==> src/verilog/ncc_pkg.sv <==
/*
 * constants, types and field layout of the flash command and cache controller.
 * assumes one clock and one asynchronous active-low reset for all users.
 */
// Behaviour
// - protection bit set only by its command
// - protection stays until debugger chip erase; the reset also clears it
// - failed protection command sets program error
// - direct-mapped cache, 8 lines of 64 bits
// - cache off bit one bypasses cache
// - read policy field picks three cache modes
// - flush command invalidates every cache line
// - content-changing commands invalidate cache lines
// - byte, half and word register accesses atomic
// - locked protected registers ignore writes
// - command runs only with key 0xa5
// - wrong key drops command, sets error
// - command while busy sets program error
// - flash reads first; command waits idle
// - key bit 0 reads one until issue
// - command bit 7 reads zero
// - ready low while busy; busy writes ignored
// - code 0x46 flushes all lines
// - code 0x45 sets protection bit
package ncc_pkg;
  // ==========================================================
  // register offsets
  localparam logic [5:0] OFS_CMD   = 6'h00; // command_control
  localparam logic [5:0] OFS_CFG   = 6'h04; // nvm_config
  localparam logic [5:0] OFS_NVM_PARAMETERS = 6'h08; // nvm_parameters
  localparam logic [5:0] OFS_IECLR = 6'h0c; // irq_enable_clear
  localparam logic [5:0] OFS_IESET = 6'h10; // irq_enable_set
  localparam logic [5:0] OFS_FLAGS = 6'h14; // irq_flags
  localparam logic [5:0] OFS_STAT  = 6'h18; // nvm_status
  localparam logic [5:0] OFS_ADDR  = 6'h1c; // target_location
  localparam logic [5:0] OFS_LOCK  = 6'h20; // region_protection
  // ==========================================================
  // fields and reset values
  localparam logic [7:0]  EXEC_KEY  = 8'ha5;
  localparam logic [31:0] CFG_MASK  = 32'h0007039e; // writable config bits
  localparam logic [31:0] CFG_RST   = 32'h00000000;
  localparam int          CFG_OFF_B = 18;           // cache_off_bit
  localparam int          CFG_POL_B = 16;           // read_policy_field low bit
  localparam logic [15:0] PAGE_CNT  = 16'h0100;     // page_count_field
  localparam logic [2:0]  PAGE_SZ   = 3'h3;         // page_size_field
  localparam int          FL_READY  = 0;
  localparam int          FL_ERROR  = 1;
  localparam int          ST_PRM    = 0;            // power_reduce_state
  localparam int          ST_PROGRAM_ERROR_FLAG  = 2;            // program_error_flag
  localparam int          ST_LOCK_VIOLATION_FLAG  = 3;            // lock_violation_flag
  localparam int          ST_MEMORY_ERROR_FLAG   = 4;            // memory_error_flag
  localparam int          ST_SECB   = 8;            // secured_flag
  // ==========================================================
  // command codes
  localparam logic [6:0] C_ERASE  = 7'h02;
  localparam logic [6:0] C_WPAGE  = 7'h04;
  localparam logic [6:0] C_EAUX   = 7'h05;
  localparam logic [6:0] C_WAUX   = 7'h06;
  localparam logic [6:0] C_WLOCK  = 7'h0f;
  localparam logic [6:0] C_SPRM   = 7'h42;
  localparam logic [6:0] C_CPRM   = 7'h43;
  localparam logic [6:0] C_SECURE = 7'h45; // set_protection_cmd
  localparam logic [6:0] C_FLUSH  = 7'h46; // flush_all_lines_cmd
  // ==========================================================
  // read policies and cache geometry
  localparam logic [1:0] POL_FAST  = 2'h0; // hit answered next cycle
  localparam logic [1:0] POL_LOWP  = 2'h1; // hit answered one cycle later
  localparam logic [1:0] POL_DETER = 2'h2; // every read goes to the array
  localparam int         LINES     = 8;
  // ==========================================================
  // types
  typedef enum logic [1:0] {K_IDLE, K_WAIT, K_EXEC} ncc_kst_t;
  typedef enum logic [1:0] {Q_IDLE, Q_HOLD, Q_FILL} ncc_qst_t;
  typedef struct packed {
    logic        valid;
    logic [21:0] addr;
  } ncc_rd_req_t;
  typedef struct packed {
    logic        rd;
    logic        cmd;
    logic [6:0]  code;
    logic [21:0] addr;
  } ncc_arr_t;
endpackage

==> src/verilog/ncc_ctrl.sv <==
/*
 * flash command interface, protection bit and direct-mapped read cache.
 * assumes the peripheral bus, system bus reads, the array and the access
 * protection unit all run on sys_clk_i; array answers are one-cycle pulses.
 */
`timescale 1ns/1ps
`default_nettype none
module ncc_ctrl (
  input  wire logic                 sys_clk_i,
  input  wire logic                 rst_b_i,
  // peripheral register bus
  input  wire logic                 psel_i,
  input  wire logic                 penable_i,
  input  wire logic                 pwrite_i,
  input  wire logic [5:0]           paddr_i,
  input  wire logic [31:0]          pwdata_i,
  input  wire logic [3:0]           pstrb_i,
  output logic      [31:0]          prdata_o,
  output logic                      pready_o,
  output logic                      pslverr_o,
  // write lock from the access_protect_unit
  input  wire logic                 wp_lock_i,
  // chip erase pulse from the device_service_unit
  input  wire logic                 dbg_erase_i,
  // system bus flash reads
  input  wire ncc_pkg::ncc_rd_req_t sb_req_i,
  output logic      [63:0]          sb_rdata_o,
  output logic                      sb_ack_o,
  // flash array
  output ncc_pkg::ncc_arr_t         arr_o,
  input  wire logic [63:0]          arr_rdata_i,
  input  wire logic                 arr_rack_i,
  input  wire logic                 arr_done_i,
  input  wire logic                 arr_fail_i,
  input  wire logic                 arr_lockerr_i,
  input  wire logic [15:0]          region_lock_i,
  // status
  output logic                      secured_o,
  output logic                      irq_o
);
  import ncc_pkg::*;

  // ==========================================================
  // helpers
  // byte-lane merge used by the config and target_location registers
  function automatic logic [31:0] bmerge(input logic [31:0] old_v,
                                         input logic [31:0] new_v,
                                         input logic [3:0]  strb);
    logic [31:0] r;
    r = old_v;
    for (int i = 0; i < 4; i++) begin
      if (strb[i]) begin
        r[8*i +: 8] = new_v[8*i +: 8];
      end
    end
    return r;
  endfunction

  // commands that alter flash contents
  function automatic logic alters(input logic [6:0] c);
    return (c == C_ERASE) || (c == C_WPAGE) || (c == C_EAUX) ||
           (c == C_WAUX) || (c == C_WLOCK) || (c == C_SECURE);
  endfunction

  // ==========================================================
  // state
  logic [6:0]  code_reg;        // stored command field
  logic [7:0]  key_reg;         // stored execute_key_field
  logic        issued_reg;      // a command has been issued
  logic [31:0] cfg_reg;         // nvm_config
  logic [21:0] addr_reg;        // target_location
  logic [1:0]  ien_reg;         // irq enables
  logic        err_reg;         // error flag
  logic        program_error_flag_reg;       // program_error_flag
  logic        lock_violation_flag_reg;       // lock_violation_flag
  logic        memory_error_flag_reg;        // memory_error_flag
  logic        prm_reg;         // power_reduce_state
  logic        sec_reg;         // secured_flag
  ncc_kst_t    kst_reg;         // command sequencer
  logic [6:0]  run_reg;         // code being executed
  ncc_qst_t    qst_reg;         // read sequencer
  logic        ack_reg;
  logic [63:0] rdata_reg;
  logic        cmdp_reg;        // array command pulse
  logic [7:0]  vld_reg;         // line valid bits
  logic [15:0] tag_reg [LINES];
  logic [63:0] dat_reg [LINES];

  // ==========================================================
  // bus decode
  wire         wr     = psel_i & penable_i & pwrite_i;
  wire         w_cmd  = wr && (paddr_i == OFS_CMD);
  wire         w_cfg  = wr && (paddr_i == OFS_CFG) && !wp_lock_i;
  wire         w_addr = wr && (paddr_i == OFS_ADDR);
  wire         w_iclr = wr && (paddr_i == OFS_IECLR) && pstrb_i[0];
  wire         w_iset = wr && (paddr_i == OFS_IESET) && pstrb_i[0];
  wire         w_flg  = wr && (paddr_i == OFS_FLAGS) && pstrb_i[0];
  wire         w_st   = wr && (paddr_i == OFS_STAT) && pstrb_i[0];
  wire         mapped = (paddr_i[1:0] == 2'h0) && (paddr_i <= OFS_LOCK);
  wire         ready  = (kst_reg == K_IDLE);

  // command write with the key lane; protected lanes honour the lock
  wire         key_w  = w_cmd && pstrb_i[1] && !wp_lock_i;
  wire         key_ok = (pwdata_i[15:8] == EXEC_KEY);
  wire         go_cmd = key_w && key_ok && pstrb_i[0] && ready;
  wire         bad    = key_w && (!key_ok || !ready);
  wire         cmd_lo = w_cmd && pstrb_i[0] && !wp_lock_i;

  // ==========================================================
  // cache lookup
  wire [2:0]   idx    = sb_req_i.addr[5:3];
  wire [15:0]  tag    = sb_req_i.addr[21:6];
  wire         c_on   = !cfg_reg[CFG_OFF_B];
  wire [1:0]   pol    = cfg_reg[CFG_POL_B +: 2];
  wire         hit    = c_on && vld_reg[idx] && (tag_reg[idx] == tag);
  wire         use_c  = hit && (pol != POL_DETER);
  wire         take   = sb_req_i.valid && !ack_reg && (qst_reg == Q_IDLE) &&
                        (kst_reg != K_EXEC);
  // the command may start only with array and system bus quiet
  wire         quiet  = !sb_req_i.valid && (qst_reg == Q_IDLE);
  wire         k_fire = (kst_reg == K_WAIT) && quiet;
  wire         flush  = k_fire && ((run_reg == C_FLUSH) || alters(run_reg));
  wire         done   = (kst_reg == K_EXEC) && arr_done_i;
  wire         fill   = (qst_reg == Q_FILL) && arr_rack_i;

  // ==========================================================
  // register read mux
  logic [31:0] rd_v;
  always_comb begin
    rd_v = 32'h0;
    case (paddr_i)
      OFS_CMD:   rd_v = {16'h0, key_reg[7:1], key_reg[0] | !issued_reg,
                         1'b0, code_reg};
      OFS_CFG:   rd_v = cfg_reg;
      OFS_NVM_PARAMETERS: rd_v = {13'h0, PAGE_SZ, PAGE_CNT};
      OFS_IECLR: rd_v = {30'h0, ien_reg};
      OFS_IESET: rd_v = {30'h0, ien_reg};
      OFS_FLAGS: rd_v = {30'h0, err_reg, ready};
      OFS_STAT:  rd_v = {23'h0, sec_reg, 3'h0, memory_error_flag_reg, lock_violation_flag_reg,
                         program_error_flag_reg, 1'b0, prm_reg};
      OFS_ADDR:  rd_v = {10'h0, addr_reg};
      OFS_LOCK:  rd_v = {16'h0, region_lock_i};
      default:   rd_v = 32'h0;
    endcase
  end

  // one-cycle bus: every access completes in its access phase
  assign pready_o  = 1'b1;
  assign pslverr_o = psel_i & penable_i & !mapped;
  assign prdata_o  = (psel_i && !pwrite_i && mapped) ? rd_v : 32'h0;

  // ==========================================================
  // command_control storage
  // whole write lands in one cycle, so every access width is atomic
  always_ff @(posedge sys_clk_i or negedge rst_b_i) begin
    if (!rst_b_i) begin
      code_reg <= 7'h0;
      key_reg  <= 8'h0;
    end else begin
      if (cmd_lo && ready) begin
        code_reg <= pwdata_i[6:0];       // bit 7 never stored
      end
      if (key_w && ready) begin
        key_reg  <= pwdata_i[15:8];
      end
    end
  end

  // ==========================================================
  // configuration and address
  always_ff @(posedge sys_clk_i or negedge rst_b_i) begin
    if (!rst_b_i) begin
      cfg_reg  <= CFG_RST;
      addr_reg <= 22'h0;
    end else begin
      if (w_cfg) begin
        cfg_reg <= bmerge(cfg_reg, pwdata_i, pstrb_i) & CFG_MASK;
      end
      if (w_addr) begin
        addr_reg <= 22'(bmerge({10'h0, addr_reg}, pwdata_i, pstrb_i));
      end
    end
  end

  // ==========================================================
  // interrupt enables: ones act, zeros leave alone
  always_ff @(posedge sys_clk_i or negedge rst_b_i) begin
    if (!rst_b_i) begin
      ien_reg <= 2'h0;
    end else if (w_iset) begin
      ien_reg <= ien_reg | pwdata_i[1:0];
    end else if (w_iclr) begin
      ien_reg <= ien_reg & ~pwdata_i[1:0];
    end
  end

  assign irq_o = (ien_reg[FL_READY] & ready) | (ien_reg[FL_ERROR] & err_reg);

  // ==========================================================
  // error flags: hardware set wins over a software clear
  wire ev_err   = bad || (done && arr_fail_i);
  wire ev_lock  = done && arr_lockerr_i;
  wire ev_any   = ev_err || ev_lock;
  always_ff @(posedge sys_clk_i or negedge rst_b_i) begin
    if (!rst_b_i) begin
      err_reg   <= 1'b0;
      program_error_flag_reg <= 1'b0;
      lock_violation_flag_reg <= 1'b0;
      memory_error_flag_reg  <= 1'b0;
    end else begin
      err_reg   <= ev_any  | (err_reg   & !(w_flg && pwdata_i[FL_ERROR]));
      program_error_flag_reg <= ev_err  | (program_error_flag_reg & !(w_st && pwdata_i[ST_PROGRAM_ERROR_FLAG]));
      lock_violation_flag_reg <= ev_lock | (lock_violation_flag_reg & !(w_st && pwdata_i[ST_LOCK_VIOLATION_FLAG]));
      memory_error_flag_reg  <= (done && arr_fail_i) | (memory_error_flag_reg & !(w_st && pwdata_i[ST_MEMORY_ERROR_FLAG]));
    end
  end

  // ==========================================================
  // protection bit: set by its command, cleared only by chip erase or reset
  always_ff @(posedge sys_clk_i or negedge rst_b_i) begin
    if (!rst_b_i) begin
      sec_reg <= 1'b0;
    end else if (done && (run_reg == C_SECURE) && !arr_fail_i) begin
      sec_reg <= 1'b1;
    end else if (dbg_erase_i) begin
      sec_reg <= 1'b0;
    end
  end

  assign secured_o = sec_reg;

  // ==========================================================
  // power reduction state follows its two commands
  always_ff @(posedge sys_clk_i or negedge rst_b_i) begin
    if (!rst_b_i) begin
      prm_reg <= 1'b0;
    end else if (done && !arr_fail_i && (run_reg == C_SPRM)) begin
      prm_reg <= 1'b1;
    end else if (done && !arr_fail_i && (run_reg == C_CPRM)) begin
      prm_reg <= 1'b0;
    end
  end

  // ==========================================================
  // command sequencer
  always_ff @(posedge sys_clk_i or negedge rst_b_i) begin
    if (!rst_b_i) begin
      kst_reg    <= K_IDLE;
      run_reg    <= 7'h0;
      issued_reg <= 1'b0;
      cmdp_reg   <= 1'b0;
    end else begin
      cmdp_reg <= 1'b0;
      case (kst_reg)
        // accept a keyed command; ready drops at once
        K_IDLE: begin
          if (go_cmd) begin
            run_reg <= pwdata_i[6:0];
            kst_reg <= K_WAIT;
          end
        end
        // flash reads keep priority until all is quiet
        K_WAIT: begin
          if (k_fire) begin
            issued_reg <= 1'b1;
            if (run_reg == C_FLUSH) begin
              kst_reg <= K_IDLE;
            end else begin
              cmdp_reg <= 1'b1;
              kst_reg  <= K_EXEC;
            end
          end
        end
        // wait for the array to finish
        K_EXEC: begin
          if (arr_done_i) begin
            kst_reg <= K_IDLE;
          end
        end
        default: kst_reg <= K_IDLE;
      endcase
    end
  end

  // array request: code and target travel with the command pulse
  assign arr_o.rd   = (qst_reg == Q_FILL);
  assign arr_o.cmd  = cmdp_reg;
  assign arr_o.code = run_reg;
  assign arr_o.addr = (qst_reg == Q_FILL) ? sb_req_i.addr : addr_reg;

  // ==========================================================
  // read sequencer
  always_ff @(posedge sys_clk_i or negedge rst_b_i) begin
    if (!rst_b_i) begin
      qst_reg   <= Q_IDLE;
      ack_reg   <= 1'b0;
      rdata_reg <= 64'h0;
    end else begin
      ack_reg <= 1'b0;
      case (qst_reg)
        // decide between cached answer and array fetch
        Q_IDLE: begin
          if (take) begin
            if (!use_c) begin
              qst_reg <= Q_FILL;
            end else if (pol == POL_LOWP) begin
              qst_reg <= Q_HOLD;
            end else begin
              rdata_reg <= dat_reg[idx];
              ack_reg   <= 1'b1;
            end
          end
        end
        // low power policy: one extra cycle on a hit
        Q_HOLD: begin
          rdata_reg <= dat_reg[idx];
          ack_reg   <= 1'b1;
          qst_reg   <= Q_IDLE;
        end
        // array read in flight
        Q_FILL: begin
          if (arr_rack_i) begin
            rdata_reg <= arr_rdata_i;
            ack_reg   <= 1'b1;
            qst_reg   <= Q_IDLE;
          end
        end
        default: qst_reg <= Q_IDLE;
      endcase
    end
  end

  assign sb_ack_o   = ack_reg;
  assign sb_rdata_o = rdata_reg;

  // ==========================================================
  // line valid bits: flush clears all, a fill sets one line
  always_ff @(posedge sys_clk_i or negedge rst_b_i) begin
    if (!rst_b_i) begin
      vld_reg <= 8'h0;
    end else if (flush) begin
      vld_reg <= 8'h0;
    end else if (fill && c_on) begin
      vld_reg[idx] <= 1'b1;
    end
  end

  // line storage holds no reset; valid bits guard it
  always_ff @(posedge sys_clk_i) begin
    if (fill && c_on) begin
      tag_reg[idx] <= tag;
      dat_reg[idx] <= arr_rdata_i;
    end
  end
endmodule
`default_nettype wire

==> config.mk <==
export PLATFORM = sky130hd
export DESIGN_NAME = ncc_ctrl
export DESIGN_NICKNAME = d
export VERILOG_FILES = /design/src/verilog/ncc_pkg.sv /design/src/verilog/ncc_ctrl.sv
export SDC_FILE = /design/constraint.sdc
export NUM_CORES = 1
export LEC_CHECK = 0
export BUFFER_PORTS_ARGS = -buffer_cell sky130_fd_sc_hd__buf_2
export CELL_PAD_IN_SITES_DETAIL_PLACEMENT = 1
export CELL_PAD_IN_SITES_GLOBAL_PLACEMENT = 2
export CORE_ASPECT_RATIO = 1.25
export CORE_MARGIN = 1
export CORE_UTILIZATION = 43
export DETAILED_ROUTE_END_ITERATION = 6
export PLACE_DENSITY = 0.81
export SLEW_MARGIN = 10
export SYNTH_ARGS = -nofsm -noshare
export SYNTH_HDL_FRONTEND = slang
export SYNTH_SLANG_ARGS = --single-unit
==> constraint.sdc <==
create_clock -name sys_clk_i -period 9.9 [get_ports sys_clk_i]
set_clock_uncertainty 0.15 [all_clocks]
set_input_delay 0.99 -clock sys_clk_i [delete_from_list [all_inputs] [get_ports sys_clk_i]]
set_output_delay 0.99 -clock sys_clk_i [all_outputs]
set_load 0.1 [all_outputs]
==> results of run 1 <==
[per-stage QoR]
step	utilization	worst slack [ps]	total power [mW]
finish	0.502	4710	8.89
CTS	0.502	4740	8.94
global route	0.502	4580	9.13
global placement	0.466	4320	5.76
detailed placement	0.466	4210	5.81
floorplan	-	1120	5.33
[synth_stat cells (9+ instances only)]
| cell type | number | share of area |
|---|---|---|
| edfxtp_1 | 640 | 0.59 |
| nand2_1 | 196 | 0.023 |
| dfrtp_1 | 141 | 0.11 |
| mux2_2 | 117 | 0.041 |
| o21ai_0 | 109 | 0.017 |
| mux2i_1 | 103 | 0.032 |
| nor2_1 | 97 | 0.011 |
| clkbuf_1 | 80 | 0.0092 |
| a21oi_1 | 78 | 0.012 |
| mux4_2 | 63 | 0.044 |
| a221o_1 | 56 | 0.017 |
| a22oi_1 | 49 | 0.011 |
| a221oi_1 | 41 | 0.011 |
| buf_2 | 39 | 0.0060 |
| a22o_1 | 29 | 0.0078 |
| and3_1 | 16 | 0.0031 |
| nand3_1 | 15 | 0.0023 |
| o21a_1 | 15 | 0.0035 |
| buf_4 | 14 | 0.0032 |
| o2bb2ai_1 | 14 | 0.0038 |
| a21bo_2 | 13 | 0.0040 |
| a222oi_1 | 13 | 0.0040 |
| nor2b_1 | 11 | 0.0021 |
| nor3_1 | 11 | 0.0017 |
| buf_1 | 10 | 0.0012 |
| inv_1 | 9 | 0.0010 |
| o221ai_1 | 9 | 0.0024 |
[path summary, 6_finish.rpt]
check | start | endpoint | cells past startpoint
max in group asynchronous | rst_b_i | addr_reg[14] | 2
max | sb_req_i[5] | sb_rdata_o[14] | 11
min in group sys_clk_i | issued_reg | issued_reg | 2
min reg2reg | issued_reg | issued_reg | 2
max reg2reg | qst_reg[0] | dat_reg[7][39] | 5
min | rst_b_i | sb_rdata_o[58] | 1
[worst max-delay path: cells and delay by family]
family	cells	cell delay [ps]
buffers and inverters	4	2090
and+or+nand+nor	4	1110
AOI/OAI and AO/OA	2	660
muxes	1	460
[power groups by stage]
stage / logic (mW) / registers, mW / clock network, mW
2_1_floorplan: 0.592 / 4.74 / 0
3_3_place_gp: 1.84 / 3.92 / 0
3_5_place_dp: 1.87 / 3.94 / 0
4_1_cts: 1.88 / 3.87 / 3.18
5_1_grt: 1.95 / 3.89 / 3.29
6_report: 1.88 / 3.88 / 3.14
[layout make-up]
cell class / count / area [um2]
diodes: 8 / 20.0
well taps: 969 / 1210
fillers: 7237 / 37200
clock inverters: 37 / 497
multi-input cells: 1165 / 9120
inverters: 9 / 33.8
clock buffers: 108 / 2200
repair buffers: 306 / 1670
flip-flops and latches: 781 / 22700
[cell families (layout without fill, tap and decap cells)]
| group | Yosys count | in the layout |
|---|---|---|
| AOI/OAI and AO/OA | 465 | 465 |
| xor gates and xnor gates | 6 | 6 |
| muxes | 286 | 286 |
| DFF | 781 | 781 |
| buffers and inverters | 160 | 460 |
| other | 2 | 19 |
| and+or+nand+nor | 397 | 397 |
[metal layers]
| metal | GRT usage | up-vias | routed length [um] |
|---|---|---|---|
| li1 | - | 8753 | - |
| met4 | 0.0953 | 12 | 3190 |
| met3 | 0.0504 | 171 | 6720 |
| met1 | 0.314 | 10600 | 37500 |
| met2 | 0.423 | 782 | 47800 |
| met5 | 0 | - | 80 |
==> summary.md, run 1 <==
| Metric | Value |
|---|---|
| Worst Setup End Kind | `flip-flop` |
| XOR/XNOR share of the synthesized area | `0.00162` |
| Share of cells above drive strength 1 | `0.268` |
| Synthesized-area fraction occupied by adder cells | `0` |
| FFs w/ async S/R, synth | `0.181` |
| Rel. slew slack | `0.288` |
| Fraction of the yosys area taken by sequential cells | `0.700` |
| Layout Cells excl Fill | `roughly 3400` |
| Synth Instances | `about 2100` |
| Number of remaining DRC errors | `0` |
| Setup bufs post-CTS | `0` |
| Critical path fanouts, max | `roughly 110` |
| Slowest-stage cell, CP | `inv_1` |
| Via/cell ratio | `about 6.0` |
| # IOs | `288` |
| Final Hold Fails | `0` |
| Main flop type after synthesis | `edfxtp_1` |
| Total negative slack | `0 ps` |
| Logic pwr share | `0.211` |
| WHS | `~300 ps` |
| Clock tree buffer depth | `3` |
| Power Internal | `5.97 mW` |
| HPWL after detailed placement | `roughly 55 mm` |
| Most common cell after layout, fill and taps aside | `edfxtp_1` |
| Die H | `309 um` |
| Max reg flops | `just over 500` |
| Critical path type | `in2reg` |
| Flop pwr share | `0.436` |
| Period utilization | `0.525` |
| Hold Buf Count CTS | `0` |
| Clk pin slew, worst setup/hold paths | `~60 ps` |
| #FFs+latches synth | `781` |
| Core ar. | `about 0.075 mm2` |
| Crit path largest cell delay | `640 ps` |
| Die area | `roughly 0.077 mm2` |
| Cell variety after synth | `between 60 and 70` |
| Pin count of the biggest net entering global routing | `around 110` |
| Req. time, crit path | `about 10000 ps` |
| Synth Area in Simple Gates | `0.0549` |
| Synthesized area | `around 0.032 mm2` |
| Crit path time final | `about 5200 ps` |
| H-Tree Depth | `3` |
| Maximum VDD drop | `0.000115 V` |
| MaxCap Viol Count | `0` |
| Drt wl/cell | `roughly 28 um` |
| Design area | `roughly 0.038 mm2` |
| Hold WC Path Type | `in2async` |
| Ys Warns | `0` |
| R2r setup slk | `5710 ps` |
| Vias in the first global route | `about 22000` |
| Average size of a mapped cell | `between 15 and 20 um2` |
| Unrepaired setup endpoints after global routing | `false` |
| Drt initial violations | `approximately 1700` |
| Power density cells | `~240 mW/mm2` |
| First-pass DRT Iterations | `7` |
| Root Driver | `clkbuf_16` |
| CP Launch Type | `primary input` |
| FMAX | `between 0.15 and 0.2 GHz` |
| Worst skew pair latency | `approximately 630 ps` |
| Die X | `~250 um` |
| Outcome | `complete, no violations` |
| GR Overflow Total | `0` |
| Post-synthesis compound-gate area fraction | `0.103` |
| CTS tree | `yes` |
| Final ANT Viol Nets | `0` |
| Clk pwr share | `0.353` |
| Clock Sinks | `just under 800` |
| # rows | `112` |
| Main combinational cell family by area after synthesis | `multiplexers` |
| Initial Util | `0.435` |
| Setup violations, final | `0` |
| Crit path cell chain | `buf_6 > buf_12 > inv_1 > mux4_2 > nor4_1 > o221ai_1 > nor4_2 > and3_2 > nor2_4 > buf_4 > a221o_1` |
| Port Buf Inserts | `approximately 270` |
| EDFF count, synth | `640` |
| P_sw | `just under 3 mW` |
| CTS buffer count | `78` |
| Arrival time worst endpoint | `5540 ps` |
| Worst-Margin Slew | `1070 ps` |
| Post-cts gate resize count | `0` |
| GP Congestion | `about 0.86` |
| Total Routing Usage GR | `0.249` |
| Via count | `between 20000 and 25000` |
| Mux cell area share after synthesis | `0.117` |
| Final Slew Violations | `0` |
| Sw Share | `0.329` |
| Placed cells | `3230` |
| First-pass GRT wire length | `141 mm` |
| Area grow syn2layout | `15.4%` |
| Detailed Route WL | `95.3 mm` |
| Dpl cell area | `between 0.03 and 0.04 mm2` |
| Initial antenna violation count | `19` |
| Commonest non-fill, non-tap cells in the layout | `640 x edfxtp_1, 261 x buf_2, 196 x nand2_1, 140 x dfrtp_1, 117 x mux2_2` |
| Nets@finish | `between 2000 and 2500` |
| Leakage power | `approximately 14 nW` |
(Power assumes the default switching activity.)
==> run 2: changes to the inputs <==
==> constraint.sdc (replaced) <==
create_clock -name sys_clk_i -period 4.9 [get_ports sys_clk_i]
set_clock_uncertainty 0.15 [all_clocks]
set_input_delay 0.49 -clock sys_clk_i [delete_from_list [all_inputs] [get_ports sys_clk_i]]
set_output_delay 0.49 -clock sys_clk_i [all_outputs]
set_load 0.1 [all_outputs]
==> run 2 against run 1 <==
Sequential cell count unchanged; combinational power increased by 100%; cell area grew 1.3%; first-iteration DRC count down 18%; die area unchanged; global-route usage down 0.35 points; worst hold slack got worse by 280 ps; largest cell class unchanged.
==> summary.md, run 2 (same netlist as run 1, synthesis figures left out) <==
| Metric | Value |
|---|---|
| Outcome | `complete, no violations (unchanged)` |
| Vias in the first global route | `21900 (was 21600)` |
| Nets@finish | `2561 (was 2497)` |
| Initial Util | `0.435 (unchanged)` |
| Clock Sinks | `781 (unchanged)` |
| Core ar. | `0.0747 mm2 (unchanged)` |
| Hold WC Path Type | `in2reg (was in2async)` |
| CTS tree | `yes (unchanged)` |
| Share of cells above drive strength 1 | `0.266 (was 0.268)` |
| Placed cells | `3249 (was 3230)` |
| Drt initial violations | `1433 (was 1740)` |
| Setup violations, final | `0 (unchanged)` |
| Clk pin slew, worst setup/hold paths | `60 ps (about the same)` |
| Leakage power | `13.9 nW (was 13.7 nW)` |
| HPWL after detailed placement | `57.1 mm (was 55.4 mm)` |
| # IOs | `288 (unchanged)` |
| GP Congestion | `0.840 (was 0.860)` |
| Detailed Route WL | `94.0 mm (was 95.3 mm)` |
| Via/cell ratio | `5.93 (was 6.01)` |
| CP Launch Type | `flip-flop (was primary input)` |
| Design area | `0.0380 mm2 (was 0.0375 mm2)` |
| Unrepaired setup endpoints after global routing | `false (unchanged)` |
| Layout Cells excl Fill | `3443 (was 3383)` |
| MaxCap Viol Count | `0 (unchanged)` |
| First-pass DRT Iterations | `5 (was 7)` |
| Area grow syn2layout | `16.9% (was 15.4%)` |
| Max reg flops | `512 (unchanged)` |
| Commonest non-fill, non-tap cells in the layout | `640 x edfxtp_1, 261 x buf_2, 196 x nand2_1, 139 x dfrtp_1, 117 x mux2_2 (was 640 x edfxtp_1, 261 x buf_2, 196 x nand2_1, 140 x dfrtp_1, 117 x mux2_2)` |
| Worst skew pair latency | `630 ps (about the same)` |
| Req. time, crit path | `4260 ps (was 10250 ps)` |
| Die area | `0.0767 mm2 (unchanged)` |
| Clock tree buffer depth | `3 (unchanged)` |
| GR Overflow Total | `0 (unchanged)` |
| Final ANT Viol Nets | `0 (unchanged)` |
| Maximum VDD drop | `0.000294 V (was 0.000115 V)` |
| Final Hold Fails | `0 (unchanged)` |
| Most used cell, CP | `nand2_1` |
| First-pass GRT wire length | `139 mm (was 141 mm)` |
| Rel. slew slack | `0.334 (was 0.288)` |
| Crit path cell chain | `nand2b_4 > inv_2 > buf_4 > nand2_1 > nand2_1 > buf_2 (was buf_6 > buf_12 > inv_1 > mux4_2 > nor4_1 > o221ai_1 > nor4_2 > and3_2 > nor2_4 > buf_4 > a221o_1)` |
| Die X | `248 um (unchanged)` |
| Final Slew Violations | `0 (unchanged)` |
| Period utilization | `0.754` |
| Critical path fanouts, max | `36 (was 111)` |
| # rows | `112 (unchanged)` |
| Root Driver | `clkbuf_16 (unchanged)` |
| Worst-Margin Slew | `999 ps (was 1070 ps)` |
| Initial antenna violation count | `10 (was 19)` |
| Via count | `20400 (was 20300)` |
| Number of remaining DRC errors | `0 (unchanged)` |
| Die H | `309 um (unchanged)` |
| Crit path largest cell delay | `600 ps (was 640 ps)` |
| Setup WS pre-CTS | `763 ps (was 4210 ps)` |
| Arrival time worst endpoint | `3050 ps (was 5540 ps)` |
| Setup bufs post-CTS | `0 (unchanged)` |
| Critical path type | `reg2out (was in2reg)` |
| H-Tree Depth | `3 (unchanged)` |
| Drt wl/cell | `27.3 um (was 28.2 um)` |
| Power density cells | `463 mW/mm2 (was 237 mW/mm2)` |
| Final worst slack | `1210 ps (was 4710 ps)` |
| FMAX | `between 0.2 and 0.3 GHz` |
| Slowest-stage cell, CP | `dfrtp_2 (was inv_1)` |
| CTS buffer count | `79 (was 78)` |
| Total Routing Usage GR | `0.246 (was 0.249)` |
| Worst Setup End Kind | `primary output (was flip-flop)` |
| Pin count of the biggest net entering global routing | `79 (was 112)` |
| Port Buf Inserts | `265 (unchanged)` |
| Most common cell after layout, fill and taps aside | `edfxtp_1 (unchanged)` |
| Dpl cell area | `0.0351 mm2 (was 0.0348 mm2)` |
| Crit path time final | `roughly 3700 ps` |
-- run 2: final timing paths --
kind | startpoint | endpoint | slack (ps) | cells after the start
worst max-delay path | qst_reg[1] | arr_o[4] | 1210 | 6
worst min-delay path | arr_rdata_i[35] | dat_reg[3][35] | 20 | 1
worst max register to register | qst_reg[1] | dat_reg[1][45] | 1300 | 5
worst min register to register | issued_reg | issued_reg | 320 | 2
max in group asynchronous | rst_b_i | sb_rdata_o[19] | 3150 | 3
min in group asynchronous | rst_b_i | prm_reg | 340 | 2
-- run 2: timing repair --
item,CTS,global route
hold endpoints to repair,263,0
hold buffers,44,0
resized for setup,0,0
-- run 2: cell type report --
class | instances | area [um2]
Fill cell | 7226 | 36700
Tap cell | 969 | 1210
Antenna cell | 5 | 12.5
Timing Repair Buffer | 369 | 2370
Sequential cell | 781 | 22700
Multi-Input combinational cell | 1165 | 9130
Inverter | 9 | 33.8
Clock inverter | 40 | 362
Clock buffer | 105 | 2140
-- run 2: where the power goes --
part / total [mW] / switching, mW / internal (mW)
sequential: 7.86 / 0.304 / 7.55
clock: 5.93 / 2.54 / 3.39
combinational: 3.81 / 3.05 / 0.763
-- run 2: worst max-delay path: cells and delay by family, from the launching register on --
family                 cells  cell delay [ps]
flip-flops                 1              600
AND/OR/NAND/NOR            3              490
buffers and inverters      3             1300
-- run 2: stage by stage --
| step | util | setup TNS (ps) | total power, mW | hold slack, ps |
|---|---|---|---|---|
| finish | 0.509 | 0 | 17.6 | 23.3 |
| global route | 0.509 | 0 | 18.1 | 23.1 |
| CTS | 0.509 | 0 | 17.7 | 0.0315 |
| detailed placement | 0.469 | 0 | 11.8 | 297 |
| global placement | 0.469 | 0 | 11.7 | 277 |
| floorplan | - | -77130 | 10.8 | 44.4 |
-- run 2: metal layers --
metal	global-route usage	wire length, um	vias up
met5	0	67	-
met4	0.0925	2790	10
met3	0.0441	5400	174
met2	0.424	48000	681
met1	0.307	37700	10700
li1	-	-	8866
==> run 3: changes to the inputs <==
==> constraint.sdc (replaced) <==
create_clock -name sys_clk_i -period 3.75 [get_ports sys_clk_i]
set_clock_uncertainty 0.15 [all_clocks]
set_input_delay 0.375 -clock sys_clk_i [delete_from_list [all_inputs] [get_ports sys_clk_i]]
set_output_delay 0.375 -clock sys_clk_i [all_outputs]
set_load 0.1 [all_outputs]
==> run 3 against run 2 <==
Non-clock buffer count rose by 91; critical path type is now reg2reg; register-to-register slack got worse by 920 ps; wire length up 2.0%; die area stayed put.
==> summary.md, run 3 (same netlist as run 1, synthesis figures left out) <==
| Metric | Value |
|---|---|
| Outcome | `complete, no violations (unchanged)` |
| Final Slew Violations | `0 (unchanged)` |
| Setup WS pre-CTS | `65.5 ps (was 763 ps)` |
| CP Launch Type | `flip-flop (unchanged)` |
| First-pass GRT wire length | `144 mm (was 139 mm)` |
| GP Congestion | `0.812 (was 0.840)` |
| Share of cells above drive strength 1 | `0.268 (was 0.266)` |
| Post-layout util | `0.526 (was 0.509)` |
| Clock Sinks | `781 (unchanged)` |
| Clk pin slew, worst setup/hold paths | `60 ps (about the same)` |
| Core ar. | `0.0747 mm2 (unchanged)` |
| Drt initial violations | `1622 (was 1433)` |
| Die area | `0.0767 mm2 (unchanged)` |
| Min-delay src | `paddr_i[3] (was arr_rdata_i[35])` |
| Total power | `23.3 mW (was 17.6 mW)` |
| Pin count of the biggest net entering global routing | `87 (was 79)` |
| Critical Path Stages | `9 (was 6)` |
| Worst hold path endpoint | `err_reg (was dat_reg[3][35])` |
| Design area | `0.0393 mm2 (was 0.0380 mm2)` |
| Storage cell area | `0.0227 mm2 (about the same)` |
| GR Overflow Total | `0 (unchanged)` |
| Period utilization | `0.899` |
| Area occupied by multi-input gates | `0.00916 mm2 (was 0.00913 mm2)` |
| Setup violations, final | `0 (unchanged)` |
| Slowest-stage cell, CP | `mux4_2 (was dfrtp_2)` |
| Vias in the first global route | `22900 (was 21900)` |
| Rel. slew slack | `0.338 (was 0.334)` |
| Die X | `248 um (unchanged)` |
| Gate family responsible for the most delay along the worst path | `simple AND/OR/NAND/NOR gates (was buffers and inverters)` |
| Nets@finish | `2652 (was 2561)` |
| Final Hold Fails | `0 (unchanged)` |
| Final ANT Viol Nets | `0 (unchanged)` |
| Via/cell ratio | `5.91 (was 5.93)` |
| Hold depth | `3 (was 1)` |
| # rows | `112 (unchanged)` |
| HPWL after detailed placement | `59.3 mm (was 57.1 mm)` |
| Hold WC Path Type | `in2reg (unchanged)` |
| Drt wl/cell | `27.2 um (was 27.3 um)` |
| # IOs | `288 (unchanged)` |
| Maximum VDD drop | `0.000382 V (was 0.000294 V)` |
| CTS tree | `yes (unchanged)` |
| R2r setup slk | `380 ps (was 1300 ps)` |
| Total Routing Usage GR | `0.253 (was 0.246)` |
| CTS buffer count | `79 (unchanged)` |
| Leakage power | `14.4 nW (was 13.9 nW)` |
| Setup bufs post-CTS | `0 (unchanged)` |
| Critical path type | `reg2reg (was reg2out)` |
| Crit path largest cell delay | `500 ps (was 600 ps)` |
| Worst path bufs/invs | `1 (was 3)` |
| FMAX | `around 0.30 GHz` |
| Unrepaired setup endpoints after global routing | `false (unchanged)` |
| Crit path cell chain | `mux2_1 > mux4_2 > nor4_1 > o221ai_1 > nor4_2 > and3_2 > nor2_4 > buf_12 > a221o_1 (was nand2b_4 > inv_2 > buf_4 > nand2_1 > nand2_1 > buf_2)` |
| Most common cell after layout, fill and taps aside | `edfxtp_1 (unchanged)` |
| Worst Setup End Kind | `flip-flop (was primary output)` |
| Final worst slack | `380 ps (was 1210 ps)` |
| Req. time, crit path | `4080 ps (was 4260 ps)` |
| Root Driver | `clkbuf_16 (unchanged)` |
| Worst Reg-to-Reg Cells | `9 (was 5)` |
| RR Startpoint | `tag_reg[2][4] (was qst_reg[1])` |
| Clock tree buffer depth | `3 (unchanged)` |
| First-pass DRT Iterations | `5 (unchanged)` |
| Number of remaining DRC errors | `0 (unchanged)` |
| MaxCap Viol Count | `0 (unchanged)` |
| # fillers | `7215 (was 7226)` |
| Crit path time final | `between 3000 and 4000 ps` |
| Detailed Route WL | `95.8 mm (was 94.0 mm)` |
| FF-to-FF End | `sb_rdata_o[51] (was dat_reg[1][45])` |
| H-Tree Depth | `3 (unchanged)` |
| Power density cells | `595 mW/mm2 (was 463 mW/mm2)` |
| Initial antenna violation count | `4 (was 10)` |
| Dpl cell area | `0.0356 mm2 (was 0.0351 mm2)` |
| Port Buf Inserts | `265 (unchanged)` |
| Worst skew pair latency | `620 ps (was 630 ps)` |
| Via count | `20800 (was 20400)` |
| Critical path fanouts, max | `51 (was 36)` |
| Arrival time worst endpoint | `3700 ps (was 3050 ps)` |
| Area grow syn2layout | `20.8% (was 16.9%)` |
| Max reg flops | `512 (unchanged)` |
| Commonest non-fill, non-tap cells in the layout | `640 x edfxtp_1, 240 x buf_2, 194 x nand2_1, 140 x dfrtp_1, 117 x mux2_2 (was 640 x edfxtp_1, 261 x buf_2, 196 x nand2_1, 139 x dfrtp_1, 117 x mux2_2)` |
| Die H | `309 um (unchanged)` |
| Initial Util | `0.435 (unchanged)` |
| Worst-Margin Slew | `993 ps (was 999 ps)` |
[run 3: timing repair]
item	4_1_cts	5_1_grt
resized for setup	0	0
hold endpoints to repair	787	0
hold buffers	112	0
[run 3: how the worst max path moves through the flow]
stage | startpoint | end | slack, ps
CTS | tag_reg[2][4] | sb_rdata_o[51] | 340
global placement | sb_req_i[4] | sb_rdata_o[9] | 150
finish | tag_reg[2][4] | sb_rdata_o[51] | 380
detailed placement | sb_req_i[4] | sb_rdata_o[39] | 70
global route | tag_reg[2][4] | sb_rdata_o[51] | 220
floorplan | qst_reg[0] | dat_reg[0][0] | -130
[run 3: metrics by stage]
stage / hold slack [ps] / setup TNS [ps] / std cells
6_report: 47.9 / 0 / 3529
5_1_grt: 77.3 / 0 / 3527
4_1_cts: 13.9 / 0 / 3526
3_5_place_dp: 321 / 0 / 3272
3_3_place_gp: 281 / 0 / 3272
2_1_floorplan: -70.6 / -28290 / 2106
[run 3: where the power goes]
part / switching [mW] / internal [mW] / leakage [nW]
Clock: 3.29 / 4.60 / 1.25
Combinational: 4.03 / 1.17 / 5.62
Sequential: 0.378 / 9.87 / 7.58
[run 3: worst register-to-register path, cell delays in order (launching register included)]
cell      delay (ps)
edfxtp_1         380
mux2_1           320
mux4_2           500
nor4_1           340
o221ai_1         180
nor4_2           360
and3_2           340
nor2_4            50
buf_12           200
a221o_1          430
[run 3: routing by layer]
| metal | track usage | vias to the layer above | share of wire |
|---|---|---|---|
| met3 | 0.0426 | 153 | 0.059 |
| met4 | 0.0902 | 6 | 0.029 |
| met5 | 0 | - | 0.00049 |
| met2 | 0.443 | 731 | 0.52 |
| met1 | 0.315 | 10900 | 0.39 |
| li1 | - | 9044 | - |
[run 3: final cells by class]
| type | count | share of cell area |
|---|---|---|
| sequential | 781 | 0.579 |
| multi-input combinational | 1165 | 0.233 |
| timing repair buffer | 460 | 0.0907 |
| clock buffer | 96 | 0.0536 |
| tap | 969 | 0.0309 |
| clock inverter | 46 | 0.0113 |
| inverter | 9 | 0.000860 |
| antenna | 3 | 0.000191 |
